## config.mk

```make
export PLATFORM = sky130hd
export DESIGN_NAME = cfmd_top
export DESIGN_NICKNAME = d
export VERILOG_FILES = /design/src/verilog/cfmd_pkg.sv /design/src/verilog/cfmd_top.sv /design/src/verilog/cfmd_edge_watch.sv
export SDC_FILE = /design/constraint.sdc
export NUM_CORES = 1
export LEC_CHECK = 0
export BUFFER_PORTS_ARGS = -buffer_cell sky130_fd_sc_hd__buf_2
export CAP_MARGIN = 20
export CORE_MARGIN = 3
export CORE_UTILIZATION = 45
export DETAILED_ROUTE_END_ITERATION = 8
export GPL_TIMING_DRIVEN = 1
export PLACE_DENSITY = 0.79
export SKIP_LAST_GASP = 1
export SLEW_MARGIN = 20
export SYNTH_ARGS = -nofsm -noshare
export SYNTH_HDL_FRONTEND = slang
export SYNTH_SLANG_ARGS = --single-unit
```

## constraint.sdc

```tcl
create_clock -name mclk -period 2.6 [get_ports mclk]
set_input_delay 0.39 -clock mclk [delete_from_list [all_inputs] [get_ports mclk]]
set_output_delay 0.39 -clock mclk [all_outputs]
set_load 0.01 [all_outputs]
```

## src/verilog/cfmd_pkg.sv

```systemverilog
// Purpose: shared constants for the clock fail monitor and distribution block
// Assumes: one clock mclk at 25 MHz; clock presence inputs are sampled as synchronous levels
// Notes: timing counts derive from times and the clock rate
package cfmd_pkg;
  localparam int unsigned CLK_HZ = 25000000;
  // a stuck system clock is declared after this long without an edge
  localparam int unsigned FAIL_TIMEOUT_NS = 400;
  localparam int unsigned FAIL_TIMEOUT_CYC = (FAIL_TIMEOUT_NS * (CLK_HZ / 1000000) + 999) / 1000;
  localparam int unsigned CNT_W = 8;
  localparam logic [CNT_W-1:0] FAIL_TIMEOUT = FAIL_TIMEOUT_CYC[CNT_W-1:0];
  localparam int unsigned BACKUP_RC_MHZ = 8;
  localparam int unsigned PB1_DIV = 2;
  // system and flash clock source selection codes
  localparam logic [1:0] SRC_PRIMARY = 2'h0;
  localparam logic [1:0] SRC_BACKUP = 2'h1;
  localparam logic [1:0] SRC_FAST_RC = 2'h2;
  typedef enum logic [1:0] {CFMD_RUN, CFMD_FAILED} cfmd_state_t;
endpackage

```

## src/verilog/cfmd_top.sv

```systemverilog
// Purpose: clock failure supervision, backup switchover and bus clock distribution
// Assumes: all inputs synchronous to mclk; clock levels are sampled copies
// Notes: no software registers; control arrives as plain ports
`timescale 1ns/10ps
`default_nettype none
// Summary of operation
// - watch the core system clock outside sleep for a stop in toggling
// - on failure switch the system clock source to the backup rc oscillator
// - on failure raise a non-maskable interrupt to the processor
// - backup rc oscillator drives system clock throughout the failure event
// - in sleep both clock and monitor halt; no failure detected then
// - peripheral bus clock one always runs; disable requests ignored
// - in certain modes drive bus clock one divided by two on oscillator pin
// - flash transfers use the primary source; programming uses fast rc
// - marked peripherals use bus clock for register access only
module cfmd_top
  import cfmd_pkg::*;
(
  input wire logic mclk,
  input wire logic srst,
  input wire logic core_system_clock_level,
  input wire logic sleep_mode,
  input wire logic osc_reconfigure,
  input wire logic pb1_disable_req,
  input wire logic pb1_tick,
  input wire logic osc_out_mode,
  input wire logic flash_program,
  input wire logic sfr_access,
  output logic [1:0] sys_clk_source,
  output logic nmi_pulse,
  output logic clock_fail_flag,
  output logic pb1_enable,
  output logic oscillator_output_pin,
  output logic [1:0] flash_clk_source,
  output logic periph_reg_clk_en
);
  import cfmd_pkg::*;

  cfmd_state_t state;
  logic stopped;
  logic fail_event;
  logic pb1_half;

  cfmd_edge_watch u_watch (
    .mclk(mclk),
    .srst(srst),
    .hold(sleep_mode),
    .clk_level(core_system_clock_level),
    .stopped(stopped)
  );

  // stopped lingers two cycles after a restart, so an early reconfigure refires
  always_comb
  begin
    fail_event = 1'b0;
    if (state == CFMD_RUN)
      fail_event = stopped && !sleep_mode;
  end

  // latched failure; only leaves on software reconfiguration or srst
  always_ff @(posedge mclk)
  begin
    if (srst)
      state <= CFMD_RUN;
    else
    begin
      case (state)
        CFMD_RUN:
          if (fail_event)
            state <= CFMD_FAILED;
        CFMD_FAILED:
          if (osc_reconfigure)
            state <= CFMD_RUN;
        default:
          state <= CFMD_RUN;
      endcase
    end
  end

  // one pulse per entry into failure, not per cycle stopped
  always_ff @(posedge mclk)
  begin
    if (srst)
      nmi_pulse <= 1'b0;
    else
    begin
      case (state)
        CFMD_RUN:
          nmi_pulse <= fail_event;
        CFMD_FAILED:
          nmi_pulse <= 1'b0;
        default:
          nmi_pulse <= 1'b0;
      endcase
    end
  end

  // backup drives the system clock from the failing edge until reconfigure
  always_ff @(posedge mclk)
  begin
    if (srst)
      sys_clk_source <= SRC_PRIMARY;
    else
    begin
      case (state)
        CFMD_RUN:
          if (fail_event)
            sys_clk_source <= SRC_BACKUP;
          else
            sys_clk_source <= SRC_PRIMARY;
        CFMD_FAILED:
          if (osc_reconfigure)
            sys_clk_source <= SRC_PRIMARY;
          else
            sys_clk_source <= SRC_BACKUP;
        default:
          sys_clk_source <= SRC_PRIMARY;
      endcase
    end
  end

  // reconfigure wins over a held failure
  always_ff @(posedge mclk)
  begin
    if (srst)
      clock_fail_flag <= 1'b0;
    else
    begin
      case (state)
        CFMD_RUN:
          clock_fail_flag <= fail_event;
        CFMD_FAILED:
          clock_fail_flag <= !osc_reconfigure;
        default:
          clock_fail_flag <= 1'b0;
      endcase
    end
  end

  // disable request deliberately unused: system modules depend on this clock
  always_ff @(posedge mclk)
  begin
    if (srst)
      pb1_enable <= 1'b1;
    else
      pb1_enable <= 1'b1 | pb1_disable_req;
  end

  // toggle on each bus clock tick gives half rate
  // phase restarts while the pin is off, so the first driven half period is full
  always_ff @(posedge mclk)
  begin
    if (srst)
      pb1_half <= 1'b0;
    else if (!osc_out_mode)
      pb1_half <= 1'b0;
    else if (pb1_tick)
      pb1_half <= ~pb1_half;
  end

  always_ff @(posedge mclk)
  begin
    if (srst)
      oscillator_output_pin <= 1'b0;
    else
      oscillator_output_pin <= osc_out_mode & pb1_half;
  end

  always_ff @(posedge mclk)
  begin
    if (srst)
      flash_clk_source <= SRC_PRIMARY;
    else if (flash_program)
      flash_clk_source <= SRC_FAST_RC;
    else
      flash_clk_source <= SRC_PRIMARY;
  end

  // functional logic of these peripherals runs elsewhere
  always_ff @(posedge mclk)
  begin
    if (srst)
      periph_reg_clk_en <= 1'b0;
    else
      periph_reg_clk_en <= sfr_access;
  end
endmodule
`default_nettype wire

```

## src/verilog/cfmd_edge_watch.sv

```systemverilog
// Purpose: detects a stopped clock from a sampled clock level
// Assumes: clock level arrives synchronous to mclk
// Notes: counts cycles since the last toggle; held at zero while hold is high
`timescale 1ns/10ps
`default_nettype none
module cfmd_edge_watch
  import cfmd_pkg::*;
(
  input wire logic mclk,
  input wire logic srst,
  input wire logic hold,
  input wire logic clk_level,
  output logic stopped
);
  logic last_level;
  logic [CNT_W-1:0] idle_cnt;

  always_ff @(posedge mclk)
  begin
    if (srst)
      last_level <= 1'b0;
    else
      last_level <= clk_level;
  end

  // counter is held at zero in sleep so no detection happens then
  always_ff @(posedge mclk)
  begin
    if (srst || hold || (clk_level != last_level))
      idle_cnt <= '0;
    else if (idle_cnt != FAIL_TIMEOUT)
      idle_cnt <= idle_cnt + 8'h01;
  end

  always_ff @(posedge mclk)
  begin
    if (srst || hold)
      stopped <= 1'b0;
    else
      stopped <= (idle_cnt == FAIL_TIMEOUT);
  end
endmodule
`default_nettype wire

```

# After elaboration in Yosys (flattened, before gate mapping)
# Cells that the tools add are included.
[totals]
reg_bits = 21
[op_classes]
n_eq_ne = 6
bitwise_logic = 4
n_addsub = 1
reduce_logical = 9
mux = 9
[ops]
columns = ["cell", "n"]
rows = [
  ["8-bit by 1-bit adder with 8-bit output, second input constant", 1],
  ["8-bit by 4-bit == test with 1-bit output, second input constant", 1],
  ["8-bit by 4-bit != test with 1-bit output, second input constant", 1],
  ["2-bit case mux with 2 select lines", 2],
  ["2-bit 2-to-1 mux", 3],
  ["2-bit != test, second input constant", 2],
  ["2-bit OR reduction", 2],
  ["1-bit 2-to-1 mux", 3],
  ["1-bit inverter", 3],
  ["2-bit by 1-bit == test with 1-bit output, second input constant", 1],
  ["1-bit zero test", 2],
  ["2-bit zero test", 1],
  ["1-bit logical OR", 2],
  ["1-bit case mux with 2 select lines", 1],
  ["2-bit AND reduction", 1],
  ["1-bit bitwise AND", 1],
  ["1-bit logical AND", 1],
  ["1-bit != test", 1],
]

# Logic depth before layout (Yosys ltp)
# Gate-level depths: netlist of run 1.
[depth]
depth_word = 5
depth_mapped = 5
mapped_depth_nobuf = 5

# Hierarchy
# A second synthesis of run 1 with hierarchy kept.
[hier_totals]
hier_cells = 73
hier_area_um2 = 733.2
[modules_own_cells]
columns = ["module", "n_inst", "area_per_inst_um2", "cells_each", "seq_area_each_um2"]
rows = [
  ["cfmd_edge_watch", 1, 467.9, 51, 200.2],
  ["cfmd_top", 1, 265.3, 22, 140.1],
]

# Worst setup path after synthesis of run 1
# No wires, ideal clock.
[synth_path]
path_kind = "register to register"
from = "reg u_watch.idle_cnt[1]"
to = "reg u_watch.idle_cnt[1]"
path_slack_ps = 1076
n_path_buf = 0
path_stages_with_launch = 5
arrival_time_ps = 1438
cell_sequence = "dfxtp_1 -> ha_1 -> or4b_4 -> or2_0 -> a211oi_1"
[synth_via]
elab_chain_len = 1
[synth_rtl]
columns = ["element", "line", "rtl"]
rows = [
  ["start, declared", "cfmd_edge_watch.sv:16", "logic [CNT_W-1:0] idle_cnt;"],
  ["start signal, assigned", "cfmd_edge_watch.sv:32", "idle_cnt <= idle_cnt + 8'h01;"],
  ["8-bit by 1-bit adder with 8-bit output / 8-bit by 4-bit != test with 1-bit output (equally long branches)", "cfmd_edge_watch.sv:32, cfmd_edge_watch.sv:31", ""],
]
# Several ways; a longest one is shown, not always the timed one.
# A chain may end at the register's enable or synchronous reset.

# Final worst setup path of run 1
[layout_path]
from = "reg u_watch.idle_cnt[1]"
to = "reg u_watch.idle_cnt[2]"
# Same word-level chain as after synthesis.

==> flow_summary.json, run 1 <==
{
  "status": "completed",
  "synth_edf_count": 0,
  "cp.required_ns": 2.76,
  "fin_crit_ns": 1.69,
  "relSlewSlack_pct": 66.6,
  "reg2reg_from": "u_watch.idle_cnt[1]$_SDFFE_PP0P_",
  "clk_pin_slew_ns": 0.09,
  "finalPower_uw": 426,
  "htree_levels": 1,
  "clk_latency_ns": 0.28,
  "cts_tree": "done",
  "worst-endpoint-arrival_ns": 1.85,
  "p_leak_nw": 0.320,
  "cts.sinks": 17,
  "io_pins": 19,
  "reg2regPathDepth": 4,
  "post_cts_buffers": 0,
  "yosysUniqueCellTypes": 27,
  "gp_congestion": 0.727,
  "core_area_mm2": 0.00137,
  "ys_seq_area_share_pct": 49.3,
  "dieArea_mm2": 0.00204,
  "ys_warn_count": 0,
  "cp-start-kind": "register",
  "fin_cells": 101,
  "pre_cts_ws_ns": 0.898,
  "drv_slew": 0,
  "tightestPinTransition_ns": 0.494,
  "num_antenna_cells": 0,
  "root_buffer": "clkbuf_4",
  "track_usage_pct": 11.9,
  "antenna_found_initial": 0,
  "power_density_mw_per_mm2": 549,
  "clockBufferDepth": 2,
  "place_inst": 97,
  "rr_endpoint": "u_watch.idle_cnt[2]$_SDFFE_PP0P_",
  "drc": 0,
  "async_flop_share_pct": 0,
  "netlist_area_um2": 691,
  "synth.area.top_cells": "dfxtp_1, buf_4, xnor2_1, ha_1, nand3_1",
  "synthTopCellsByCount": "dfxtp_1, nor2_1, buf_4, nand3_1, o21ai_0",
  "max_freq_ghz": 0.592,
  "final_core_util_pct": 56.9,
  "final_layout_size_suffix_gt1_share_pct": 23.3,
  "hold_viol_final": 0,
  "crit_end": "u_watch.idle_cnt[2]$_SDFFE_PP0P_",
  "layout.nets": 99,
  "setup_viol": 0,
  "synth_top_area_share_pct": 49.3,
  "internal_power_uw": 334,
  "initial_core_util_pct": 50.5,
  "cts_made_buffers": 3,
  "die_height_um": 45.2,
  "rsz0062_at_grt": "false",
  "yosysTopAreaCell": "dfxtp_1",
  "postSynthCellCount": 72,
  "overflow": 0,
  "p_comb_share_pct": 5.9,
  "synthToLayoutAreaGrowth_pct": 12.5,
  "cts_resized": 0,
  "cp_max_fo": 6,
  "crit_type": "reg -> reg",
  "p_sw_share_pct": 21.7,
  "setup_ws_ns": 0.910,
  "ys.flop_type": "dfxtp_1",
  "hold_depth": 2,
  "grt_pass1_vias": 451,
  "grt_first_pass_wirelength_um": 1770,
  "ys_ff_latch": 17,
  "pwr-share-seq_pct": 62.8,
  "finClkSkew_ns": 0.00209,
  "p_sw_uw": 92.6,
  "dr.pass1.iters": 4,
  "chipWidth_um": 45.2,
  "hold_path.class": "in -> reg",
  "row_count": 13,
  "ir_drop_v": 0.000276,
  "drv_cap": 0,
  "dr.first_iter.drc_count": 5,
  "fin_crit_sh_pct": 65.0,
  "critPathCaptureType": "register",
  "finalWirelength_um": 1090,
  "avgSynthCellArea_um2": 9.59,
  "ff2ff_setup_slack_ns": 0.91,
  "holdBufCountCts": 0,
  "dpl.hpwl_um": 858,
  "p_clk_share_pct": 31.3,
  "detail_route.wl_per_cell_um": 10.8,
  "port_buffers": 14,
  "setup-tns-final_ns": 0,
  "vias": 515,
  "viasPerCell": 5.10,
  "yosysMostFrequentCell": "dfxtp_1",
  "grt_max_degree": 11,
  "crit_start": "u_watch.idle_cnt[1]$_SDFFE_PP0P_",
  "antenna_left": 0
}
per-layer routing:
layer  vias up  global-route usage [%]  part of all wire (%)
met1       240                    15.2                    46
met2         7                    18.4                    51
met3         0                    3.59                   3.0
li1        268                       -                     -
met4         0                    5.26                     0
met5         -                       0                     0
metrics by stage:
step	area (um2)	hold WS [ns]
after CTS	777	0.280
final	777	0.298
after global routing	777	0.285
after floorplan	694	0.448
after detailed placement	749	0.475
after global placement	749	0.463
how the worst min path moves through the flow:
| stage | from | slack, ns | to |
|---|---|---|---|
| after global placement | state[0]$_SDFFE_PP0P_ | 0.46 | state[0]$_SDFFE_PP0P_ |
| after global routing | sleep_mode | 0.29 | u_watch.stopped$_SDFF_PP0_ |
| after detailed placement | state[0]$_SDFFE_PP0P_ | 0.47 | clock_fail_flag$_SDFF_PP0_ |
| final | sleep_mode | 0.30 | u_watch.stopped$_SDFF_PP0_ |
| after floorplan | state[0]$_SDFFE_PP0P_ | 0.45 | nmi_pulse$_SDFF_PP0_ |
| after CTS | sleep_mode | 0.28 | u_watch.stopped$_SDFF_PP0_ |
final cells by class:
type	instances	area (um2)
Clock buffer	3	22.5
Clock inverter	1	5.00
Fill cell	138	589
Inverter	2	7.51
Multi-Input combinational cell	49	313
Sequential cell	17	340
Tap cell	15	18.8
Timing Repair Buffer	14	70.1
power groups by stage:
stage | clock network (mW) | registers (mW) | logic (mW)
after global routing | 0.150 | 0.269 | 0.0285
after floorplan | 0 | 0.275 | 0.0175
after detailed placement | 0 | 0.274 | 0.0255
after CTS | 0.142 | 0.268 | 0.0256
after global placement | 0 | 0.274 | 0.0247
final | 0.133 | 0.268 | 0.0252
logic make-up (layout without fill, tap and decap cells):
| family | count (synthesis) | after routing | share of synthesized area, % |
|---|---|---|---|
| flip-flops | 17 | 17 | 49.3 |
| buffers and inverters | 7 | 20 | 5.98 |
| other | 2 | 3 | 1.09 |
| AO/OA/AOI/OAI | 11 | 11 | 9.42 |
| XOR/XNOR | 5 | 5 | 6.34 |
| adder cells (fa/ha/maj) | 2 | 2 | 3.62 |
| AND/OR/NAND/NOR | 28 | 28 | 24.3 |
registers in the layout, summed over array words and instances (netlist names):
name,flops
state,1
u_watch.last_level,1
periph_reg_clk_en,1
u_watch.idle_cnt,8
clock_fail_flag,1
nmi_pulse,1
flash_clk_source,1
u_watch.stopped,1
oscillator_output_pin,1
pb1_half,1
placed cells by master, fill, tap and decap left out, drive strengths merged, types with 3 or more instances in the layout:
master  count
or3         3
clkbuf      3
xnor2       3
o21ai       4
nor2b       3
conb        3
nand3       4
a21oi       3
dfxtp      17
nor3        3
buf        14
nor2        5
critical path, cell delays in order (launching register included):
cell      delay [ns]
dfxtp_1         0.43
ha_1            0.17
or4b_4          0.49
o211ai_1        0.40
nor2_1          0.09
No activity file was read; power rests on OpenSTA's default activity.
==> run 2: changes to the inputs <==
CORE_UTILIZATION = 43   (was 45)
clock period = 1.4 ns   (was 2.6 ns; I/O delays follow)
==> run 2 against run 1 <==
Against the previous run:
- the run now ends with setup timing left
- first-iteration DRC count grew 40%
- worst setup slack got worse by 1.0 ns
- die area rose by 4.0%
- hold slack got worse by 0.18 ns
- flip-flop and latch count did not move
- non-clock buffer count grew 6
- sequential share of layout area down 3.9 points
- utilization is 4.6 points higher
- critical path type unchanged
==> flow_summary.json, run 2 (same netlist as run 1, synthesis figures left out) <==
{
  "worst-endpoint-arrival_ns": 1.70,
  "p_leak_nw": 0.353,
  "clk_latency_ns": 0.28,
  "fin_crit_sh_pct": 106,
  "gp_congestion": 0.804,
  "largest_register": "u_watch.idle_cnt",
  "internal_power_uw": 631,
  "grt_pass1_vias": 463,
  "layout.nets": 105,
  "setup-tns-final_ns": -0.366,
  "initial_core_util_pct": 49.4,
  "synthToLayoutAreaGrowth_pct": 24.5,
  "clk_pin_slew_ns": 0.10,
  "dpl_cell_area_um2": 797,
  "htree_levels": 1,
  "crit_family": "simple AND/OR/NAND/NOR gates",
  "holdBufCountCts": 0,
  "grt_first_pass_wirelength_um": 1950,
  "p_sw_uw": 181,
  "cts_tree": "done",
  "dr.first_iter.drc_count": 7,
  "pwr-share-seq_pct": 61.1,
  "vias": 535,
  "fin_cells": 107,
  "rsz0062_at_grt": "true",
  "p_comb_share_pct": 7.2,
  "fin_crit_ns": 1.49,
  "chipWidth_um": 46.1,
  "cp.required_ns": 1.61,
  "path_cells": "ha_4, or4b_4, or2_4, a211oi_2",
  "drc": 0,
  "crit_type": "reg -> reg",
  "antenna_found_initial": 0,
  "setup_ws_ns": -0.0881,
  "place_inst": 103,
  "drv_cap": 0,
  "hold_path.class": "in -> reg",
  "ff2ff_setup_slack_ns": -0.09,
  "cp-start-kind": "register",
  "final_common_cell": "dfxtp_1",
  "antenna_left": 0,
  "path_buf_inv": 0,
  "finClkSkew_ns": 0.00672,
  "viasPerCell": 5.00,
  "track_usage_pct": 12.8,
  "port_buffers": 14,
  "largest_reg_flops": 8,
  "post_cts_buffers": 0,
  "cp_max_fo": 5,
  "clockBufferDepth": 2,
  "final_cell_mix": "dfxtp_1, buf_2, buf_4, nor2_1",
  "finalWirelength_um": 1230,
  "final_core_util_pct": 61.4,
  "critPathCaptureType": "register",
  "die_height_um": 46.1,
  "root_buffer": "clkbuf_4",
  "power_density_mw_per_mm2": 944,
  "finalInstanceArea_um2": 860,
  "num_antenna_cells": 0,
  "hold_viol_final": 0,
  "max_freq_ghz": 0.672,
  "violations": "setup timing",
  "nFillCells": 125,
  "dpl.hpwl_um": 888,
  "setup_viol": 6,
  "detail_route.wl_per_cell_um": 11.4,
  "overflow": 0,
  "status": "finished, violations left",
  "row_count": 13,
  "p_sw_share_pct": 22.3,
  "slowest_delay_ns": 0.48,
  "finalPower_uw": 812,
  "final_layout_size_suffix_gt1_share_pct": 38.0,
  "drv_slew": 0,
  "p_clk_share_pct": 31.7,
  "cts_made_buffers": 3,
  "ir_drop_v": 0.000734,
  "grt_max_degree": 10,
  "core_area_mm2": 0.00140,
  "io_pins": 19,
  "dr.pass1.iters": 3,
  "slowest_stage": "or4b_4",
  "dieArea_mm2": 0.00212,
  "cts.sinks": 17
}
## run 2: power by group through the flow
| stage | registers, mW | clock network, mW | logic (mW) |
|---|---|---|---|
| 5_1_grt | 0.497 | 0.286 | 0.0646 |
| 3_3_place_gp | 0.506 | 0 | 0.0533 |
| 6_report | 0.496 | 0.258 | 0.0581 |
| 3_5_place_dp | 0.507 | 0 | 0.0546 |
| 2_1_floorplan | 0.510 | 0 | 0.0325 |
| 4_1_cts | 0.496 | 0.263 | 0.0560 |
## run 2: stage by stage
| step | worst slack (ns) | hold slack (ns) |
|---|---|---|
| final | -0.0881 | 0.113 |
| after global routing | -0.163 | 0.119 |
| after CTS | -0.0935 | 0.115 |
| after detailed placement | -0.0939 | 0.426 |
| after global placement | -0.0624 | 0.413 |
| after floorplan | -0.0528 | 0.289 |
## run 2: worst reg2reg max path, stage by stage, from the launching register on
cell	delay (ns)
dfxtp_2	0.37
ha_4	0.12
or4b_4	0.48
or2_4	0.28
a211oi_2	0.16
## run 2: layout make-up
| cell class | instances | area (um2) | share of cell area, % |
|---|---|---|---|
| clock buffers | 4 | 26.3 | 3.06 |
| inverters | 2 | 7.51 | 0.873 |
| well taps | 15 | 18.8 | 2.18 |
| repair buffers | 20 | 115 | 13.4 |
| multi-input cells | 49 | 349 | 40.6 |
| flip-flops and latches | 17 | 343 | 39.9 |
## run 2: worst paths after layout
check,from,endpoint,depth (start not counted)
hold / removal,sleep_mode,u_watch.stopped$_SDFF_PP0_,2
setup reg to reg,u_watch.idle_cnt[1]$_SDFFE_PP0P_,u_watch.idle_cnt[1]$_SDFFE_PP0P_,4
hold reg to reg,state[0]$_SDFFE_PP0P_,nmi_pulse$_SDFF_PP0_,1
setup / recovery,u_watch.idle_cnt[1]$_SDFFE_PP0P_,u_watch.idle_cnt[1]$_SDFFE_PP0P_,4
## run 2: per-layer routing
| layer | GRT usage, % | wire length (um) | share of wire, % | up-vias |
|---|---|---|---|---|
| li1 | - | - | - | 280 |
| met1 | 16.7 | 550 | 45 | 245 |
| met2 | 19.0 | 613 | 50 | 8 |
| met3 | 2.34 | 46 | 3.8 | 2 |
| met4 | 8.52 | 13 | 1.1 | 0 |
| met5 | 0 | 0 | 0 | - |
## run 2: what timing repair did
item	CTS	global route
gates resized for setup	5	5
pin swaps	1	3
endpoints found under the setup margin	6	7
==> run 3: changes to the inputs <==
BUFFER_PORTS_ARGS = -buffer_cell sky130_fd_sc_hd__clkbuf_2   (was -buffer_cell sky130_fd_sc_hd__buf_2)
==> run 3 against run 2 <==
Against the previous run:
- the flow still finishes with violations (setup timing)
- fmax decreased by 2.3%
- cell count did not move
- total power shrank 0.71%
- global-route usage rose by 0.88 points
- largest power group unchanged
- register-to-register slack got worse by 0.03 ns
- sequential power hardly changed
- largest cell class unchanged
- highest routed layer unchanged
- worst setup slack got worse by 0.035 ns
- critical endpoint unchanged
- sequential share of layout area unchanged
- utilization unchanged
- via count down 0.75%
- combinational power is 2% higher
- non-clock buffer count is the same
==> flow_summary.json, run 3 (same netlist as run 1, synthesis figures left out) <==
{
  "drv_cap": 0,
  "status": "finished, violations left",
  "vias": 531,
  "grt_max_degree": 10,
  "dr.pass1.iters": 4,
  "setup_ws_ns": -0.123,
  "dieArea_mm2": 0.00212,
  "htree_levels": 1,
  "holdBufCountCts": 0,
  "die_height_um": 46.1,
  "slowest_stage": "or4b_4",
  "num_antenna_cells": 0,
  "layout.nets": 105,
  "cts.sinks": 17,
  "antenna_found_initial": 0,
  "multi_input_area_um2": 349,
  "detail_route.wl_per_cell_um": 11.7,
  "clockBufferDepth": 2,
  "drv_slew": 0,
  "grt_first_pass_wirelength_um": 1990,
  "globalRouteMet3Util_pct": 4.69,
  "final_common_cell": "dfxtp_1",
  "hold_path.class": "in -> reg",
  "worst-endpoint-arrival_ns": 1.72,
  "slowest_delay_ns": 0.49,
  "rr_endpoint": "u_watch.idle_cnt[1]$_SDFFE_PP0P_",
  "gp_congestion": 0.802,
  "io_pins": 19,
  "dpl_cell_area_um2": 797,
  "max_freq_ghz": 0.657,
  "overflow": 0,
  "crit_family": "simple AND/OR/NAND/NOR gates",
  "power_density_mw_per_mm2": 938,
  "row_count": 13,
  "hold_end": "u_watch.stopped$_SDFF_PP0_",
  "top_usage_layer": "met2",
  "critPathCaptureType": "register",
  "hold_start": "sleep_mode",
  "nFillCells": 117,
  "setup-tns-final_ns": -0.630,
  "path_buf_inv": 1,
  "pre_cts_ws_ns": -0.116,
  "met2_usage_pct": 18.1,
  "hold_viol_final": 0,
  "finalWirelength_um": 1250,
  "cp_max_fo": 5,
  "chipWidth_um": 46.1,
  "cts_made_buffers": 3,
  "use_met1_pct": 17.7,
  "fin_cells": 107,
  "crit_start": "u_watch.idle_cnt[0]$_SDFFE_PP0P_",
  "clk_pin_slew_ns": 0.09,
  "cp.required_ns": 1.60,
  "antenna_left": 0,
  "setup_viol": 7,
  "finalInstanceArea_um2": 860,
  "cts_tree": "done",
  "fin_crit_ns": 1.52,
  "dpl.hpwl_um": 895,
  "ir_drop_v": 0.000568,
  "final_layout_size_suffix_gt1_share_pct": 38.0,
  "core_area_mm2": 0.00140,
  "violations": "setup timing",
  "drc": 0,
  "reg2reg_from": "u_watch.idle_cnt[0]$_SDFFE_PP0P_",
  "port_buffers": 14,
  "largest_register": "u_watch.idle_cnt",
  "track_usage_pct": 13.7,
  "tightestPinTransition_ns": 0.565,
  "p_leak_nw": 0.349,
  "hold_depth": 2,
  "dr.first_iter.drc_count": 3,
  "cp-start-kind": "register",
  "finClkSkew_ns": 0.00212,
  "root_buffer": "clkbuf_4",
  "seq_area_um2": 343,
  "rsz0062_at_grt": "true",
  "viasPerCell": 4.96,
  "crit_type": "reg -> reg",
  "path_cells": "inv_2, ha_4, or4b_4, or2_4, a211oi_2",
  "ff2ff_setup_slack_ns": -0.12,
  "synthToLayoutAreaGrowth_pct": 24.5,
  "largest_reg_flops": 8,
  "final_cell_mix": "dfxtp_1, clkbuf_2, buf_4, nor2_1",
  "place_inst": 103,
  "reg2regPathDepth": 5,
  "relSlewSlack_pct": 61.8,
  "initial_core_util_pct": 49.4,
  "clk_latency_ns": 0.28,
  "fin_crit_sh_pct": 109,
  "grt_pass1_vias": 460
}
-- run 3: changes by cell type in the layout (fill, tap and decap cells not counted) --
cell / before / now
buf_2: 14 / 0
clkbuf_2: 0 / 14
-- run 3: how the worst max path moves through the flow --
| stage | end | depth (start not counted) |
|---|---|---|
| after global routing | u_watch.idle_cnt[1]$_SDFFE_PP0P_ | 5 |
| after global placement | u_watch.idle_cnt[1]$_SDFFE_PP0P_ | 5 |
| final | u_watch.idle_cnt[1]$_SDFFE_PP0P_ | 5 |
| after detailed placement | u_watch.idle_cnt[1]$_SDFFE_PP0P_ | 5 |
| after floorplan | u_watch.idle_cnt[1]$_SDFFE_PP0P_ | 5 |
| after CTS | u_watch.idle_cnt[1]$_SDFFE_PP0P_ | 5 |
-- run 3: metal layers --
metal	wire, um	vias up	part of all wire (%)
met3	49	2	3.9
met2	630	8	50
met5	0	-	0
met4	13	0	1.0
li1	-	281	-
met1	558	240	45
-- run 3: worst register-to-register path, stage by stage, from the launching register on --
cell and delay, ns:
dfxtp_2 0.33, inv_2 0.06, ha_4 0.12, or4b_4 0.49, or2_4 0.27, a211oi_2 0.18
-- run 3: per-stage QoR --
stage | utilization, % | power (mW) | hold WS (ns)
global route | 61.4 | 0.856 | 0.116
finish | 61.4 | 0.806 | 0.118
detailed placement | 57.0 | 0.561 | 0.422
floorplan | - | 0.543 | 0.289
CTS | 58.9 | 0.815 | 0.109
global placement | 57.0 | 0.560 | 0.416
-- run 3: timing repair --
item	CTS	global route
gates resized for setup	1	9
hold endpoints to repair	0	0
setup buffers	0	0
setup endpoints to repair	7	7
pin swaps	0	2
-- run 3: layout make-up --
type	instances	share of cell area [%]
inverters	2	0.873
clock buffers	4	3.06
repair buffers	20	13.4
well taps	15	2.18
flip-flops and latches	17	39.9
multi-input cells	49	40.6
-- run 3: where the power goes --
part | internal (mW) | switching, mW
registers | 0.492 | 0.00361
clock network | 0.111 | 0.141
logic | 0.0281 | 0.0310
total | 0.631 | 0.175
